$ cat src/rtl/cssc_regs.svh
`ifndef CSSC_REGS_SVH
`define CSSC_REGS_SVH
// Step counter
`define CSSC_CNT_W        10
`define CSSC_HALF_W       5
`define CSSC_CNT_INIT     10'h200
`define CSSC_CNT_MAX      10'h3FF
`define CSSC_CNT_MIN      10'h000
// Crank hold timing (hold window 400..800 ms, choose nominal 600)
`define CSSC_HOLD_MS      600
`define CSSC_CLK_MHZ      250
`define CSSC_HOLD_CYC     (`CSSC_HOLD_MS * 1000 * `CSSC_CLK_MHZ)
// Mode select encodings
`define CSSC_MODE_BRIDGE  2'h0
`endif

$ cat src/rtl/cssc_pkg.sv
package cssc_pkg;
    typedef enum logic [1:0] {
        CSSC_PP,
        CSSC_PN,
        CSSC_NN,
        CSSC_NP
    } cssc_phase_t;
endpackage : cssc_pkg

$ cat src/rtl/cssc_bridge.sv
`timescale 1ns/10ps
`include "cssc_regs.svh"
// One H-bridge: state pos/neg maps to its switch pairs, blanked when off
module cssc_bridge
    import cssc_pkg::*;
(
    // Control
    input  wire logic drive_on,
    input  wire logic state_neg,
    // Switches
    output logic      hs_pos,
    output logic      ls_pos,
    output logic      hs_neg,
    output logic      ls_neg
);
    // Only diagonal pairs are ever on; a leg never conducts shoot-through
    assign hs_pos = drive_on & ~state_neg;
    assign ls_pos = drive_on & ~state_neg;
    assign hs_neg = drive_on & state_neg;
    assign ls_neg = drive_on & state_neg;
endmodule : cssc_bridge

$ cat src/rtl/cssc_ctrl.sv
`timescale 1ns/10ps
`include "cssc_regs.svh"
// Operation
// - Mode bits choose two H-bridges or eight stages; bridges after reset.
// - Low-side pairs may run parallel; host keeps them equal, no check here.
// - Each low-side pair's controls arrive together in one register write.
// - Crank hold keeps b1_hs_pos, b2_hs_neg on after reset fall for hold time.
// - Hold interval between reset fall and forced off lies within 400..800 ms.
// - Each held high-side stage has its own hold-enable bit.
// - Any hold-enable set forces independent stage mode.
// - Bridge mode offers full H-bridges only, no half-bridges.
// - Bridge mode with enable low keeps all bridge switches off.
// - Enabled, only a 0-to-1 strobe write steps; strobe 0 holds outputs.
// - Steps walk bridge states through the cycle chosen by direction.
// - After power-on both bridges sit in state pos.
// - Bridge mode never turns on high and low side of one leg together.
// - Direction and strobe in one frame: step uses previous direction.
// - Enable and strobe in one frame: act on enable, ignore strobe.
// - Position kept in a 10-bit counter split into two 5-bit halves.
// - Counter holds 512 after power-up.
// - Count up per step when direction 1, down when direction 0.
// - Counter saturates at max and min until reversed.
// - Each half carries two extra step-check bits.
// - Power-on and software reset return counter to initial value.
// - Parallel arrangements come from config register seven and ten fields.
module cssc_ctrl
    import cssc_pkg::*;
#(
    parameter int unsigned HOLD_CYC = `CSSC_HOLD_CYC
)(
    // Clock and reset
    input  wire logic       sys_clk,
    input  wire logic       resetn,
    input  wire logic       soft_reset,
    // Frame write port: one pulse per received control frame
    input  wire logic       frame_wr,
    input  wire logic       wr_ctrl,
    input  wire logic       wr_enable,
    input  wire logic       wr_direction,
    input  wire logic       wr_strobe,
    input  wire logic       wr_indep,
    input  wire logic [7:0] wr_indep_on,
    input  wire logic       wr_mode,
    input  wire logic [1:0] wr_bridge_mode_select,
    input  wire logic       wr_cfg7,
    input  wire logic       wr_hold_enable_b1_high_pos,
    input  wire logic       wr_hold_enable_b2_high_neg,
    input  wire logic [1:0] wr_cfg7_ls_parallel,
    input  wire logic       wr_cfg10,
    input  wire logic [1:0] wr_cfg10_hs_parallel,
    // Reset line of the host (falling edge starts crank hold)
    input  wire logic       host_reset_line,
    // Switch outputs
    output logic            b1_hs_pos,
    output logic            b1_ls_neg,
    output logic            b1_hs_neg,
    output logic            b1_ls_pos,
    output logic            b2_hs_neg,
    output logic            b2_hs_pos,
    output logic            b2_ls_pos,
    output logic            b2_ls_neg,
    // Status
    output logic            bridge_active,
    output logic            hold_active,
    output logic [1:0]      ls_parallel,
    output logic [1:0]      hs_parallel,
    output logic [6:0]      step_count_high,
    output logic [6:0]      step_count_low
);

    // ==========================================================
    // Configuration
    logic [1:0]  mode_ff;
    logic        hold_b1_ff;
    logic        hold_b2_ff;
    logic [1:0]  lspar_ff;
    logic [1:0]  hspar_ff;
    logic        enable_ff;
    logic        dir_ff;
    logic        strobe_ff;
    logic [7:0]  indep_ff;
    logic        rst_line_ff;
    logic        hold_run_ff;
    logic        resumed_ff;
    logic [31:0] hold_cnt_ff;
    cssc_phase_t phase_ff;
    logic [9:0]  cnt_ff;
    logic [1:0]  tag_ff;

    wire any_hold    = hold_b1_ff | hold_b2_ff;
    wire bridge_mode = (mode_ff == `CSSC_MODE_BRIDGE) && !any_hold;
    wire srst        = !resetn || soft_reset;

    always_ff @(posedge sys_clk) begin
        if (!resetn) begin
            mode_ff    <= `CSSC_MODE_BRIDGE;
            hold_b1_ff <= 1'b0;
            hold_b2_ff <= 1'b0;
            lspar_ff   <= 2'h0;
            hspar_ff   <= 2'h0;
        end else begin
            if (frame_wr && wr_mode) begin
                mode_ff <= wr_bridge_mode_select;
            end
            if (frame_wr && wr_cfg7) begin
                hold_b1_ff <= wr_hold_enable_b1_high_pos;
                hold_b2_ff <= wr_hold_enable_b2_high_neg;
                lspar_ff   <= wr_cfg7_ls_parallel;
            end
            if (frame_wr && wr_cfg10) begin
                hspar_ff <= wr_cfg10_hs_parallel;
            end
        end
    end

    // ==========================================================
    // Stepping
    // Strobe edge judged against stored enable/direction: same-frame
    // writes of either take effect only after this frame's decision.
    wire ctrl_wr   = frame_wr && wr_ctrl;
    wire en_change = wr_enable != enable_ff;
    wire rise      = ctrl_wr && wr_strobe && !strobe_ff;
    wire do_step   = rise && enable_ff && !en_change && bridge_mode;

    cssc_phase_t nxt_phase;
    always_comb begin
        nxt_phase = phase_ff;
        case (phase_ff)
            CSSC_PP: nxt_phase = dir_ff ? CSSC_PN : CSSC_NP;
            CSSC_PN: nxt_phase = dir_ff ? CSSC_NN : CSSC_PP;
            CSSC_NN: nxt_phase = dir_ff ? CSSC_NP : CSSC_PN;
            CSSC_NP: nxt_phase = dir_ff ? CSSC_PP : CSSC_NN;
            default: nxt_phase = CSSC_PP;
        endcase
    end

    // At the limits the bridges still step; only the count stays put
    wire at_max = cnt_ff == `CSSC_CNT_MAX;
    wire at_min = cnt_ff == `CSSC_CNT_MIN;
    wire [9:0] nxt_cnt = dir_ff ? (at_max ? cnt_ff : cnt_ff + 10'h001)
                                : (at_min ? cnt_ff : cnt_ff - 10'h001);

    always_ff @(posedge sys_clk) begin
        if (!resetn) begin
            enable_ff <= 1'b0;
            dir_ff    <= 1'b0;
            strobe_ff <= 1'b0;
            indep_ff  <= 8'h00;
            phase_ff  <= CSSC_PP;
        end else begin
            if (ctrl_wr) begin
                enable_ff <= wr_enable;
                dir_ff    <= wr_direction;
                strobe_ff <= wr_strobe;
            end
            if (frame_wr && wr_indep) begin
                indep_ff <= wr_indep_on;
            end
            if (do_step) begin
                phase_ff <= nxt_phase;
            end
        end
    end

    always_ff @(posedge sys_clk) begin
        if (srst) begin
            cnt_ff <= `CSSC_CNT_INIT;
            tag_ff <= 2'h0;
        end else if (do_step) begin
            cnt_ff <= nxt_cnt;
            tag_ff <= tag_ff + 2'h1;
        end
    end

    // Both halves read from one register pair, so the tag always matches
    assign step_count_high = {tag_ff, cnt_ff[9:5]};
    assign step_count_low  = {tag_ff, cnt_ff[4:0]};

    // ==========================================================
    // Crank hold
    // Timer starts on the host reset falling edge; any independent
    // write after reset release counts as the host taking over.
    // A second reset fall during a hold restarts the full window.
    wire rst_fall = rst_line_ff && !host_reset_line;
    wire hold_end = hold_run_ff && (hold_cnt_ff == HOLD_CYC - 1);

    always_ff @(posedge sys_clk) begin
        if (!resetn) begin
            rst_line_ff <= 1'b0;
            hold_run_ff <= 1'b0;
            resumed_ff  <= 1'b0;
            hold_cnt_ff <= 32'h0;
        end else begin
            rst_line_ff <= host_reset_line;
            if (rst_fall && any_hold) begin
                hold_run_ff <= 1'b1;
                resumed_ff  <= 1'b0;
                hold_cnt_ff <= 32'h0;
            end else if (hold_run_ff) begin
                hold_cnt_ff <= hold_cnt_ff + 32'h1;
                if (hold_end) begin
                    hold_run_ff <= 1'b0;
                end
                if (host_reset_line && frame_wr && wr_indep) begin
                    resumed_ff <= 1'b1;
                end
            end
        end
    end

    // Until the host resumes, held stages stay on; after expiry they follow the command
    wire keep_b1 = hold_run_ff && !resumed_ff && hold_b1_ff;
    wire keep_b2 = hold_run_ff && !resumed_ff && hold_b2_ff;

    // ==========================================================
    // Output selection
    wire b1_neg = (phase_ff == CSSC_NN) || (phase_ff == CSSC_NP);
    wire b2_neg = (phase_ff == CSSC_PN) || (phase_ff == CSSC_NN);
    wire br_on  = bridge_mode && enable_ff;
    wire [3:0] br1;
    wire [3:0] br2;

    cssc_bridge u_br1 (
        .drive_on  (br_on),
        .state_neg (b1_neg),
        .hs_pos    (br1[0]),
        .ls_pos    (br1[1]),
        .hs_neg    (br1[2]),
        .ls_neg    (br1[3])
    );
    cssc_bridge u_br2 (
        .drive_on  (br_on),
        .state_neg (b2_neg),
        .hs_pos    (br2[0]),
        .ls_pos    (br2[1]),
        .hs_neg    (br2[2]),
        .ls_neg    (br2[3])
    );

    // Independent bit order: 0 b1_hs_pos,1 b1_ls_neg,2 b1_hs_neg,3 b1_ls_pos,
    // 4 b2_hs_neg,5 b2_hs_pos,6 b2_ls_pos,7 b2_ls_neg. No pair coherency check.
    wire [7:0] ind = indep_ff;

    always_ff @(posedge sys_clk) begin
        if (!resetn) begin
            b1_hs_pos <= 1'b0;
            b1_ls_neg <= 1'b0;
            b1_hs_neg <= 1'b0;
            b1_ls_pos <= 1'b0;
            b2_hs_neg <= 1'b0;
            b2_hs_pos <= 1'b0;
            b2_ls_pos <= 1'b0;
            b2_ls_neg <= 1'b0;
        end else if (bridge_mode) begin
            b1_hs_pos <= br1[0];
            b1_ls_pos <= br1[1];
            b1_hs_neg <= br1[2];
            b1_ls_neg <= br1[3];
            b2_hs_pos <= br2[0];
            b2_ls_pos <= br2[1];
            b2_hs_neg <= br2[2];
            b2_ls_neg <= br2[3];
        end else begin
            b1_hs_pos <= ind[0] | keep_b1;
            b1_ls_neg <= ind[1];
            b1_hs_neg <= ind[2];
            b1_ls_pos <= ind[3];
            b2_hs_neg <= ind[4] | keep_b2;
            b2_hs_pos <= ind[5];
            b2_ls_pos <= ind[6];
            b2_ls_neg <= ind[7];
        end
    end

    assign bridge_active = bridge_mode;
    assign hold_active   = hold_run_ff;
    assign ls_parallel   = lspar_ff;
    assign hs_parallel   = hspar_ff;

    // ==========================================================
    // Checks
    // Switches are registered: leg checks use the mode that launched them
    bridge_legs_a: assert property (@(posedge sys_clk) disable iff (!resetn)
        $past(bridge_mode) |->
        (!(b1_hs_pos && b1_ls_neg) && !(b1_hs_neg && b1_ls_pos) &&
        !(b2_hs_pos && b2_ls_neg) && !(b2_hs_neg && b2_ls_pos)))
        else $error("bridge leg shoot-through");
    disabled_off_a: assert property (@(posedge sys_clk) disable iff (!resetn)
        (bridge_mode && !enable_ff) |=> !(b1_hs_pos | b1_hs_neg | b2_hs_pos | b2_hs_neg))
        else $error("bridge on while disabled");
    hold_forces_a: assert property (@(posedge sys_clk) disable iff (!resetn)
        any_hold |-> !bridge_active ##1
            ({b2_ls_neg, b2_ls_pos, b2_hs_pos, b1_ls_pos, b1_hs_neg, b1_ls_neg} ==
             $past({indep_ff[7:5], indep_ff[3:1]})))
        else $error("bridge mode despite hold enable");
    step_once_a: assert property (@(posedge sys_clk) disable iff (!resetn)
        (phase_ff != $past(phase_ff)) |-> $past(do_step))
        else $error("phase moved without step");
    same_frame_en_a: assert property (@(posedge sys_clk) disable iff (!resetn)
        (ctrl_wr && en_change) |=> $stable(phase_ff))
        else $error("strobe acted with enable change");
    cnt_sat_a: assert property (@(posedge sys_clk) disable iff (srst)
        (do_step && at_max && dir_ff) |=> cnt_ff == `CSSC_CNT_MAX)
        else $error("counter wrapped at max");
    cnt_dir_a: assert property (@(posedge sys_clk) disable iff (srst)
        (do_step && !dir_ff && !at_min) |=> cnt_ff == $past(cnt_ff) - 10'h001)
        else $error("counter not decremented");
    cnt_init_a: assert property (@(posedge sys_clk)
        srst |=> cnt_ff == `CSSC_CNT_INIT)
        else $error("counter not reset to 512");
    tag_match_a: assert property (@(posedge sys_clk) disable iff (!resetn)
        step_count_high[6:5] == step_count_low[6:5])
        else $error("step tags differ");
    dir_cycle_a: assert property (@(posedge sys_clk) disable iff (!resetn)
        (do_step && dir_ff && phase_ff == CSSC_PP) |=> phase_ff == CSSC_PN)
        else $error("wrong step order");
    cnt_up_a: assert property (@(posedge sys_clk) disable iff (srst)
        (do_step && dir_ff && !at_max) |=> cnt_ff == $past(cnt_ff) + 10'h001)
        else $error("counter not incremented");
    strobe_low_a: assert property (@(posedge sys_clk) disable iff (!resetn)
        (ctrl_wr && !wr_strobe) |=> $stable(phase_ff))
        else $error("strobe low moved the bridges");
    idle_strobe_a: assert property (@(posedge sys_clk) disable iff (!resetn)
        (ctrl_wr && wr_strobe && !enable_ff) |=> $stable(phase_ff))
        else $error("step taken while disabled");
    dir_back_a: assert property (@(posedge sys_clk) disable iff (!resetn)
        (do_step && !dir_ff && phase_ff == CSSC_PP) |=> phase_ff == CSSC_NP)
        else $error("wrong reverse step order");
    hold_keep_a: assert property (@(posedge sys_clk) disable iff (!resetn)
        (keep_b1 || keep_b2) |=>
        ((b1_hs_pos || !$past(keep_b1)) && (b2_hs_neg || !$past(keep_b2))))
        else $error("held stage dropped during crank hold");

    // ==========================================================
    // Coverage
    step_cov_c:   cover property (@(posedge sys_clk) do_step);
    hold_cov_c:   cover property (@(posedge sys_clk) hold_end);
    sat_cov_c:    cover property (@(posedge sys_clk) do_step && at_min && !dir_ff);
    resume_cov_c: cover property (@(posedge sys_clk) hold_run_ff && resumed_ff);
    indep_cov_c:  cover property (@(posedge sys_clk) !bridge_mode && frame_wr && wr_indep);
endmodule : cssc_ctrl

$ cat config.mk
export PLATFORM = sky130hd
export DESIGN_NAME = cssc_ctrl
export DESIGN_NICKNAME = d
export VERILOG_FILES = /design/src/rtl/cssc_pkg.sv /design/src/rtl/cssc_bridge.sv /design/src/rtl/cssc_ctrl.sv
export VERILOG_INCLUDE_DIRS = /design/src /design/src/rtl
export SDC_FILE = /design/constraint.sdc
export NUM_CORES = 1
export LEC_CHECK = 0
export BUFFER_PORTS_ARGS = -buffer_cell sky130_fd_sc_hd__buf_4
export CAP_MARGIN = 20
export CORE_MARGIN = 2
export CORE_UTILIZATION = 55
export CTS_CLUSTER_SIZE = 20
export DETAILED_ROUTE_END_ITERATION = 12
export PLACE_DENSITY = 0.8
export SLEW_MARGIN = 10
export SYNTH_ARGS = -nofsm -noshare
export SYNTH_HDL_FRONTEND = slang
export SYNTH_SLANG_ARGS = --single-unit
$ cat constraint.sdc
create_clock -name sys_clk -period 2.76 [get_ports sys_clk]
set_input_delay 0.276 -clock sys_clk [delete_from_list [all_inputs] [get_ports sys_clk]]
set_output_delay 0.276 -clock sys_clk [all_outputs]
set_load 0.005 [all_outputs]
==> results of run 1 <==
metal layers:
metal	part of all wire	track usage
met1	0.46	0.2926
met2	0.48	0.3729
met3	0.050	0.04767
met4	0.0089	0.08081
met5	0	0
power groups by stage:
stage / clock network, uW / registers (uW) / logic, uW
floorplan: 0 / 1150 / 91.2
global placement: 0 / 1150 / 150
detailed placement: 0 / 1150 / 154
CTS: 1020 / 1120 / 155
global route: 1080 / 1130 / 171
finish: 1010 / 1120 / 154
flip-flops by register name, indices dropped and copies added, names as in the netlist, 2 cells and up:
| signal | count |
|---|---|
| hs_parallel | 2 |
| phase_ff | 2 |
| ls_parallel | 2 |
| cnt_ff | 10 |
| mode_ff | 2 |
| tag_ff | 2 |
| hold_cnt_ff | 32 |
| ind | 8 |
how the worst max path moves through the flow:
stage,endpoint,slack (ns),depth (start not counted)
global placement,cnt_ff[9]$_SDFFE_PP1P_,0.57,8
floorplan,cnt_ff[9]$_SDFFE_PP1P_,0.58,8
finish,cnt_ff[9]$_SDFFE_PP1P_,0.40,8
global route,cnt_ff[9]$_SDFFE_PP1P_,0.23,8
detailed placement,cnt_ff[9]$_SDFFE_PP1P_,0.44,8
CTS,cnt_ff[9]$_SDFFE_PP1P_,0.42,8
layout by cell type, fill, tap and decap left out, drive strengths merged, types with 2 or more instances in the layout:
| cell | netlist | final |
|---|---|---|
| a211oi | 5 | 5 |
| a21o | 2 | 2 |
| a21oi | 35 | 35 |
| a22oi | 2 | 2 |
| and2 | 4 | 4 |
| and3 | 3 | 3 |
| and4 | 3 | 3 |
| buf | 4 | 60 |
| bufinv | 0 | 3 |
| clkbuf | 14 | 10 |
| clkinv | 2 | 4 |
| dfxtp | 76 | 76 |
| ha | 13 | 13 |
| inv | 11 | 11 |
| mux2i | 7 | 7 |
| nand2 | 44 | 44 |
| nand3 | 36 | 36 |
| nand4 | 13 | 13 |
| nor2 | 61 | 61 |
| nor2b | 3 | 3 |
| nor3 | 4 | 4 |
| nor4 | 7 | 7 |
| nor4b | 5 | 5 |
| o211ai | 2 | 2 |
| o21a | 3 | 3 |
| o21ai | 5 | 5 |
| o21bai | 2 | 2 |
| or2 | 2 | 2 |
| or3 | 4 | 4 |
| xnor2 | 16 | 16 |
| xor2 | 23 | 23 |
worst register-to-register path, cell delays in order, from the launching register on:
cell and delay (ns):
dfxtp_1 0.32, inv_1 0.26, ha_1 0.35, a21oi_1 0.36, o21ai_0 0.16, a22oi_1 0.32, mux2i_1 0.25, o21bai_1 0.09
a21o_1 0.16
area by class of cell:
cell class	instances	area (um^2)
Clock buffer	10	137.6
Inverter	13	53.80
Timing Repair Buffer	60	450.4
Multi-Input combinational cell	318	1949
Sequential cell	76	1521
Fill cell	502	2041
Tap cell	77	96.34
Clock inverter	5	100.1
through the flow:
stage | instances | util
CTS | 559 | 0.6786
finish | 559 | 0.6786
floorplan | 425 | -
detailed placement | 544 | 0.6412
global placement | 544 | 0.6412
global route | 559 | 0.6786
cell families after synthesis:
kind of cell	after synthesis	share of synthesized area
and+or+nand+nor	195	0.2696
DFF	76	0.4209
AOI/OAI and AO/OA	63	0.1052
xor gates and xnor gates	39	0.09449
buffers and inverters	31	0.03980
adders and majority gates	14	0.05054
muxes	7	0.01938
==> metrics, run 1 <==
final setup margin=0.3959 ns; Pleak=0.001704 uW; Hold Path End=rst_line_ff$_SDFF_PN0_; Crit path max-delay family=compound AO/OA/AOI/OAI gates; Switching Share=0.2119; post-CTS resize count=0; Port Buf Inserts=56; Post-synth top cells=dfxtp_1 (76), nor2_1 (60), nand2_1 (44), nand3_1 (36), a21oi_1 (35); post-synth top area cell=dfxtp_1; FF+latch count, synth=76; area share of the largest cell type after synthesis=0.4209; worst slew pin tran=0.9065 ns; Placeable Area=0.006350 mm^2; crit path time final=2.364 ns; routed len/inst=13.84 um; global-route wire length before repair=13,370 um; f_max=423.0 MHz; n_diodes=0; setup TNS=0 ns; hold buffers post-CTS=0; final period utilization=0.8566; Yosys warning count=0; async set or reset register ratio after synthesis=0; CP Cell Sequence=inv_1 > ha_1 > a21oi_1 > o21ai_0 > a22oi_1 > mux2i_1 > o21bai_1 > a21o_1; DRC violations left=0; Pwr Total=2286 uW; Ports=57; initial antenna violation count=0; Critical R2R Launch=dir_ff$_SDFFE_PN0N_; GRT Resource Usage Total=0.2258; Int Power=1801 uW; Detail Route Antenna Nets=0; FF-to-FF End=cnt_ff[9]$_SDFFE_PP1P_; post-synthesis sequential area ratio=0.4209; final setup fails=0; pwr/cell area=530.5 mW/mm^2; DR vias=3,145; Clk pwr share=0.441; 1st-pass router iterations=4; H-tree depth=3; crit path from=dir_ff$_SDFFE_PN0N_; clk sinks=76; vias in the first global route=3,049; wirelength, routed=7737 um; Buf+Inv Stages, Crit Path=1; Die Height=85.07 um; main area contributors after synthesis=dfxtp_1 (42%), nor2_1 (6.2%), xor2_1 (5.6%), nand3_1 (5.0%), a21oi_1 (4.8%); Netlist cell types=49; status=complete, no violations; area grow syn2layout=19.21%; post-route cell area=0.004309 mm^2; global route total overflow=0; Final Hold Viols=0; count leader, synth=dfxtp_1; Crit. End Element=flip-flop; Max VDD drop=0.3593 mV; Detailed Place HPWL=5515 um; Skew-Pair Late Insertion Delay=0.34 ns; Comb pwr share=0.067; CP max-delay cell=a21oi_1; share of cells above drive strength 1=0.1722; CTS Buf Count=9; Req. time, crit path=3.00 ns; CTS tree=yes; syn_area_per_cell=8.505 um^2; cell area after synthesis=0.003615 mm^2; CP max FO=9; Post-Syn Nets=468; sequential power share=0.492; placed cell area=0.004071 mm^2; clock transition at the registers of the reported paths=0.07 ns; Die ar.=0.007237 mm^2; via/cell ratio=5.626; Initial Util=0.5693; Worst Hold Class=in2reg; Max Slew Vio Count=0; Reg2Reg Depth=8; R2R setup slack=0.40 ns; Worst slew margin=0.3950; maxcap violations=0; Setup CP Type=reg2reg; Max clock buf depth=2; Cells on Worst Hold Path=3; Setup WS pre-CTS=0.4357 ns; CP Launch Type=flip-flop; final worst clock skew=0.005681 ns; EDFF count, synth=0; HP Start=host_reset_line; starting DRC count in detailed routing=145; Min Hold Slack=0.1708 ns; die width=85.07 um; crit-path max cell delay=0.36 ns; Post-CTS Setup Bufs=0; RSZ-0062 raised after global routing=false; cell count after synthesis=425; largest net degree at the start of global routing=34; RD Place Congestion=0.8582; row count=29; CTS root buf=clkbuf_8; # nets final=521; Synth Flop Type=dfxtp_1; NetSw=484.4 uW; CP arrival=2.60 ns
No activity file was read; power rests on OpenSTA's default activity.
==> run 2: changes to the inputs <==
--- a/config.mk
+++ b/config.mk
@@ -9,10 +9,10 @@
 export BUFFER_PORTS_ARGS = -buffer_cell sky130_fd_sc_hd__buf_4
 export CAP_MARGIN = 20
 export CORE_MARGIN = 2
-export CORE_UTILIZATION = 55
+export CORE_UTILIZATION = 51
 export CTS_CLUSTER_SIZE = 20
 export DETAILED_ROUTE_END_ITERATION = 12
-export PLACE_DENSITY = 0.8
+export PLACE_DENSITY = 0.78
 export SLEW_MARGIN = 10
 export SYNTH_ARGS = -nofsm -noshare
 export SYNTH_HDL_FRONTEND = slang
==> constraint.sdc (replaced) <==
create_clock -name sys_clk -period 2 [get_ports sys_clk]
set_input_delay 0.2 -clock sys_clk [delete_from_list [all_inputs] [get_ports sys_clk]]
set_output_delay 0.2 -clock sys_clk [all_outputs]
set_load 0.005 [all_outputs]
==> metrics, run 2 (synthesis results as in run 1) <==
worst slew pin tran=0.4974 ns (was 0.9065 ns); DRC violations left=0 (unchanged); maxcap violations=0 (unchanged); n_diodes=0 (unchanged); Die ar.=0.007777 mm^2 (was 0.007237 mm^2); starting DRC count in detailed routing=131 (was 145); Die Height=88.19 um (was 85.07 um); CP max FO=6 (was 9); final period utilization=0.9737 (was 0.8566); CTS Buf Count=9 (unchanged); f_max=513.5 MHz (was 423.0 MHz); CP max-delay cell=or4_4 (was a21oi_1); DR vias=3,244 (was 3,145); crit path time final=1.947 ns (was 2.364 ns); # nets final=546 (was 521); CP Cell Sequence=or4_4 > clkinv_4 > nand4_4 > a41o_1 > nor2_4 > mux2i_2 > nor2_1 (was inv_1 > ha_1 > a21oi_1 > o21ai_0 > a22oi_1 > mux2i_1 > o21bai_1 > a21o_1); status=complete, no violations (unchanged); Detailed Place HPWL=5855 um (was 5515 um); GRT Resource Usage Total=0.2222 (was 0.2258); crit-path max cell delay=0.56 ns (was 0.36 ns); clk sinks=76 (unchanged); Buf+Inv Stages, Crit Path=1 (unchanged); CTS root buf=clkbuf_8 (unchanged); CP Launch Type=flip-flop (unchanged); Reg with most FFs=hold_cnt_ff (unchanged); most common cell after layout, fill and taps aside=buf_4 (was dfxtp_1); final worst clock skew=0.009597 ns (was 0.005681 ns); vias in the first global route=2,969 (was 3,049); Critical Path Stages=7 (was 8); largest net degree at the start of global routing=34 (unchanged); FF-to-FF End=cnt_ff[4]$_SDFFE_PP0P_ (was cnt_ff[9]$_SDFFE_PP1P_); Max clock buf depth=2 (unchanged); wirelength, routed=8135 um (was 7737 um); Ports=57 (unchanged); Crit path max-delay family=simple AND/OR/NAND/NOR gates (was compound AO/OA/AOI/OAI gates); Detail Route Antenna Nets=0 (unchanged); Max VDD drop=0.5214 mV (was 0.3593 mV); Pleak=0.001816 uW (was 0.001704 uW); CTS tree=yes (unchanged); Pwr Total=3075 uW (was 2286 uW); Initial Util=0.5291 (was 0.5693); die width=88.19 um (was 85.07 um); Req. time, crit path=2.23 ns (was 3.00 ns); clock transition at the registers of the reported paths=0.08 ns (was 0.07 ns); row count=30 (was 29); hold buffers post-CTS=0 (unchanged); Largest register FFs=32 (unchanged); 1st-pass router iterations=4 (unchanged); routed len/inst=13.47 um (was 13.84 um); initial antenna violation count=0 (unchanged); Critical R2R Launch=mode_ff[0]$_SDFFE_PN0P_ (was dir_ff$_SDFFE_PN0N_); RD Place Congestion=0.9116 (was 0.8582); Max Slew Vio Count=0 (unchanged); R2R setup slack=0.05 ns (was 0.40 ns); HP Start=host_reset_line (unchanged); Placed Cells=582 (was 544); Reg2Reg Depth=7 (was 8); H-tree depth=3 (unchanged); fin cells=604 (was 559); Skew-Pair Late Insertion Delay=0.36 ns (was 0.34 ns); Crit. End Element=flip-flop (unchanged); CP arrival=2.17 ns (was 2.60 ns); Worst Hold Class=in2reg (unchanged); commonest non-fill, non-tap cells in the layout=buf_4 (85), dfxtp_1 (73), nor2_1 (60) (was dfxtp_1 (76), nor2_1 (60), buf_4 (60)); share of cells above drive strength 1=0.2421 (was 0.1722); crit path from=mode_ff[0]$_SDFFE_PN0P_ (was dir_ff$_SDFFE_PN0N_); via/cell ratio=5.371 (was 5.626); Setup CP Type=reg2reg (unchanged); final setup fails=0 (unchanged); global route total overflow=0 (unchanged); pwr/cell area=672.5 mW/mm^2 (was 530.5 mW/mm^2); global-route wire length before repair=13,340 um (was 13,370 um); area grow syn2layout=26.48% (was 19.21%); Worst slew margin=0.6671 (was 0.3950); Port Buf Inserts=56 (unchanged); RSZ-0062 raised after global routing=true (was false); Placeable Area=0.006832 mm^2 (was 0.006350 mm^2); CP Capture Point=cnt_ff[4]$_SDFFE_PP0P_ (was cnt_ff[9]$_SDFFE_PP1P_); Final Hold Viols=0 (unchanged)
run 2: power breakdown:
| group | total, uW | internal, uW | switching, uW | leakage (uW) |
|---|---|---|---|---|
| logic | 239 | 114 | 125 | 0.00109 |
| registers | 1550 | 1540 | 12.9 | 0.000616 |
| clock network | 1290 | 707 | 578 | 0.000106 |
| total | 3070 | 2360 | 716 | 0.00182 |
run 2: what timing repair did:
item	in CTS	in global routing
buffers inserted	2	4
pin swaps	2	6
setup endpoints to repair	2	12
resized for setup	1	12
run 2: layer usage:
metal | wire length, um | track usage
met5 | 0 | 0
met2 | 3798 | 0.3548
met1 | 3746 | 0.2861
met4 | 165 | 0.07438
met3 | 424 | 0.06975
run 2: worst min path at each step:
stage,endpoint,slack (ns),cells after the start
floorplan,rst_line_ff$_SDFF_PN0_,0.33,2
global placement,rst_line_ff$_SDFF_PN0_,0.43,3
detailed placement,rst_line_ff$_SDFF_PN0_,0.44,3
CTS,rst_line_ff$_SDFF_PN0_,0.06,3
global route,rst_line_ff$_SDFF_PN0_,0.07,3
finish,rst_line_ff$_SDFF_PN0_,0.08,3
run 2: final cells by class:
| class | count | area [um^2] |
|---|---|---|
| Fill cell | 552 | 2260 |
| Multi-Input combinational cell | 318 | 2007 |
| Inverter | 13 | 56.30 |
| Timing Repair Buffer | 85 | 638.1 |
| Tap cell | 96 | 120.1 |
| Clock buffer | 9 | 123.9 |
| Clock inverter | 7 | 101.3 |
| Sequential cell | 76 | 1525 |
run 2: per-stage QoR:
step	area (um^2)	util	hold WS [ns]	setup slack, ns	TNS, ns
floorplan	3620	-	0.3251	0.03699	0
global placement	4243	0.6211	0.4263	0.05020	0
detailed placement	4243	0.6211	0.4401	-0.02228	-0.02228
CTS	4488	0.6570	0.06196	-0.01988	-0.01988
global route	4572	0.6692	0.07026	-0.04360	-0.06828
finish	4572	0.6692	0.07625	0.05252	0
run 2: tightest hold or removal path: cells and delay by family:
kind | cells | cell delay, ns
buffers and inverters | 2 | 0.13
AND/OR/NAND/NOR | 1 | 0.07
==> run 3: changes to the inputs <==
--- a/config.mk
+++ b/config.mk
@@ -13,6 +13,7 @@
 export CTS_CLUSTER_SIZE = 20
 export DETAILED_ROUTE_END_ITERATION = 12
 export PLACE_DENSITY = 0.78
+export SETUP_SLACK_MARGIN = 0.1
 export SLEW_MARGIN = 10
 export SYNTH_ARGS = -nofsm -noshare
 export SYNTH_HDL_FRONTEND = slang
==> metrics, run 3 (synthesis results as in run 1) <==
Setup WS pre-CTS=0.01887 ns (was -0.02228 ns); Worst Hold Class=in2reg (unchanged); Max Slew Vio Count=0 (unchanged); routed len/inst=14.34 um (was 13.47 um); Reg2Reg Depth=7 (unchanged); final setup fails=0 (unchanged); DRC violations left=0 (unchanged); Ports=57 (unchanged); Pwr Total=3074 uW (was 3075 uW); crit path time final=1.916 ns (was 1.947 ns); clk sinks=76 (unchanged); Crit. End Element=flip-flop (unchanged); fin util=0.6800 (was 0.6692); Detailed Place HPWL=6150 um (was 5855 um); CTS root buf=clkbuf_8 (unchanged); share of cells above drive strength 1=0.2609 (was 0.2421); hold buffers post-CTS=0 (unchanged); pwr/cell area=661.8 mW/mm^2 (was 672.5 mW/mm^2); initial antenna violation count=0 (unchanged); R2R setup slack=0.08 ns (was 0.05 ns); maxcap violations=0 (unchanged); worst slew pin tran=0.4612 ns (was 0.4974 ns); Pleak=0.001843 uW (was 0.001816 uW); Skew-Pair Late Insertion Delay=0.35 ns (was 0.36 ns); status=complete, no violations (unchanged); most common cell after layout, fill and taps aside=buf_4 (unchanged); crit path from=hold_b1_ff$_SDFFE_PN0P_ (was mode_ff[0]$_SDFFE_PN0P_); final worst clock skew=0.009989 ns (was 0.009597 ns); global-route wire length before repair=14,200 um (was 13,340 um); GRT Resource Usage Total=0.2319 (was 0.2222); global route total overflow=0 (unchanged); n_diodes=0 (unchanged); Detail Route Antenna Nets=0 (unchanged); row count=30 (unchanged); Port Buf Inserts=56 (unchanged); final period utilization=0.9579 (was 0.9737); CP arrival=2.14 ns (was 2.17 ns); CTS Buf Count=9 (unchanged); Critical R2R Launch=hold_b1_ff$_SDFFE_PN0P_ (was mode_ff[0]$_SDFFE_PN0P_); CTS tree=yes (unchanged); f_max=522.0 MHz (was 513.5 MHz); FILL cells=550 (was 552); Largest register FFs=32 (unchanged); wirelength, routed=8633 um (was 8135 um); DR vias=3,299 (was 3,244); CP Cell Sequence=or4_4 > clkinv_4 > nand4_4 > a41o_4 > nor2_4 > mux2i_1 > nor2_1 (was or4_4 > clkinv_4 > nand4_4 > a41o_1 > nor2_4 > mux2i_2 > nor2_1); CP Launch Type=flip-flop (unchanged); Reg with most FFs=hold_cnt_ff (unchanged); Placeable Area=0.006832 mm^2 (unchanged); starting DRC count in detailed routing=174 (was 131); Final Hold Viols=0 (unchanged); RD Place Congestion=0.8354 (was 0.9116); final setup margin=0.08416 ns (was 0.05252 ns); Req. time, crit path=2.23 ns (about the same); vias in the first global route=3,112 (was 2,969); RSZ-0062 raised after global routing=true (unchanged); FF-to-FF End=cnt_ff[5]$_SDFFE_PP0P_ (was cnt_ff[4]$_SDFFE_PP0P_); Max clock buf depth=2 (unchanged); CP max FO=6 (unchanged); Die ar.=0.007777 mm^2 (unchanged); Initial Util=0.5291 (unchanged); H-tree depth=3 (unchanged); # nets final=544 (was 546); CP Capture Point=cnt_ff[5]$_SDFFE_PP0P_ (was cnt_ff[4]$_SDFFE_PP0P_); CP max-delay cell=or4_4 (unchanged); largest net degree at the start of global routing=33 (was 34); clock transition at the registers of the reported paths=0.08 ns (about the same); via/cell ratio=5.480 (was 5.371); area grow syn2layout=28.52% (was 26.48%); die width=88.19 um (unchanged); Die Height=88.19 um (unchanged); 1st-pass router iterations=5 (was 4); crit-path max cell delay=0.56 ns (about the same); Worst slew margin=0.6922 (was 0.6671); Min Hold Slack=0.08428 ns (was 0.07625 ns); Setup CP Type=reg2reg (unchanged); Max VDD drop=0.4601 mV (was 0.5214 mV); commonest non-fill, non-tap cells in the layout=buf_4 (82), dfxtp_1 (68), nor2_1 (60) (was buf_4 (85), dfxtp_1 (73), nor2_1 (60))
-- run 3: changes by cell type in the layout (fill, tap and decap cells not counted), moves of 2 or more --
cell / delta
dfxtp_2: +5
ha_4: +2
buf_4: -3
dfxtp_1: -5
ha_1: -2
clkinv_4: -2
-- run 3: worst min path at each step --
stage | startpoint | to | slack (ns) | cells past startpoint
final | host_reset_line | rst_line_ff$_SDFF_PN0_ | 0.08 | 3
after detailed placement | host_reset_line | rst_line_ff$_SDFF_PN0_ | 0.44 | 3
after CTS | host_reset_line | rst_line_ff$_SDFF_PN0_ | 0.07 | 3
after global routing | host_reset_line | rst_line_ff$_SDFF_PN0_ | 0.09 | 3
after global placement | host_reset_line | rst_line_ff$_SDFF_PN0_ | 0.43 | 3
after floorplan | host_reset_line | rst_line_ff$_SDFF_PN0_ | 0.33 | 2
-- run 3: what timing repair did --
item / CTS / global route
setup endpoints to repair: 11 / 15
gates resized for setup: 10 / 18
buffers inserted: 2 / 1
pin swaps: 3 / 9
-- run 3: worst max-delay path, delay by kind of cell (launching register included) --
family,cells,cell delay (ns)
AOI/OAI and AO/OA,1,0.28
muxes,1,0.23
and+or+nand+nor,4,0.89
DFF,1,0.32
buffers and inverters,1,0.08
-- run 3: final cells by class --
type,count,area (um^2),share of cell area
sequential,76,1531,0.3297
clock buffer,10,127.6,0.02747
inverter,13,58.81,0.01266
multi-input combinational,318,2083,0.4484
clock inverter,6,88.84,0.01912
timing repair buffer,83,635.6,0.1368
tap,96,120.1,0.02586
-- run 3: power breakdown --
part / switching, uW / internal [uW]
combinational: 130 / 117
sequential: 14.5 / 1540
clock: 574 / 703
total: 718 / 2360
-- run 3: layer usage --
layer | vias to the layer above | GRT usage | wire, um
met1 | 1528 | 0.2999 | 3834
li1 | 1635 | - | -
met3 | 19 | 0.05467 | 511
met2 | 117 | 0.3787 | 4103
met4 | 0 | 0.08402 | 183
met5 | - | 0 | 0
-- run 3: stage by stage --
step / area [um^2] / std cells / setup TNS, ns
2_1_floorplan: 3632 / 425 / 0
3_3_place_gp: 4275 / 583 / 0
3_5_place_dp: 4275 / 583 / 0
4_1_cts: 4546 / 601 / 0
5_1_grt: 4646 / 602 / -0.006226
6_report: 4646 / 602 / 0
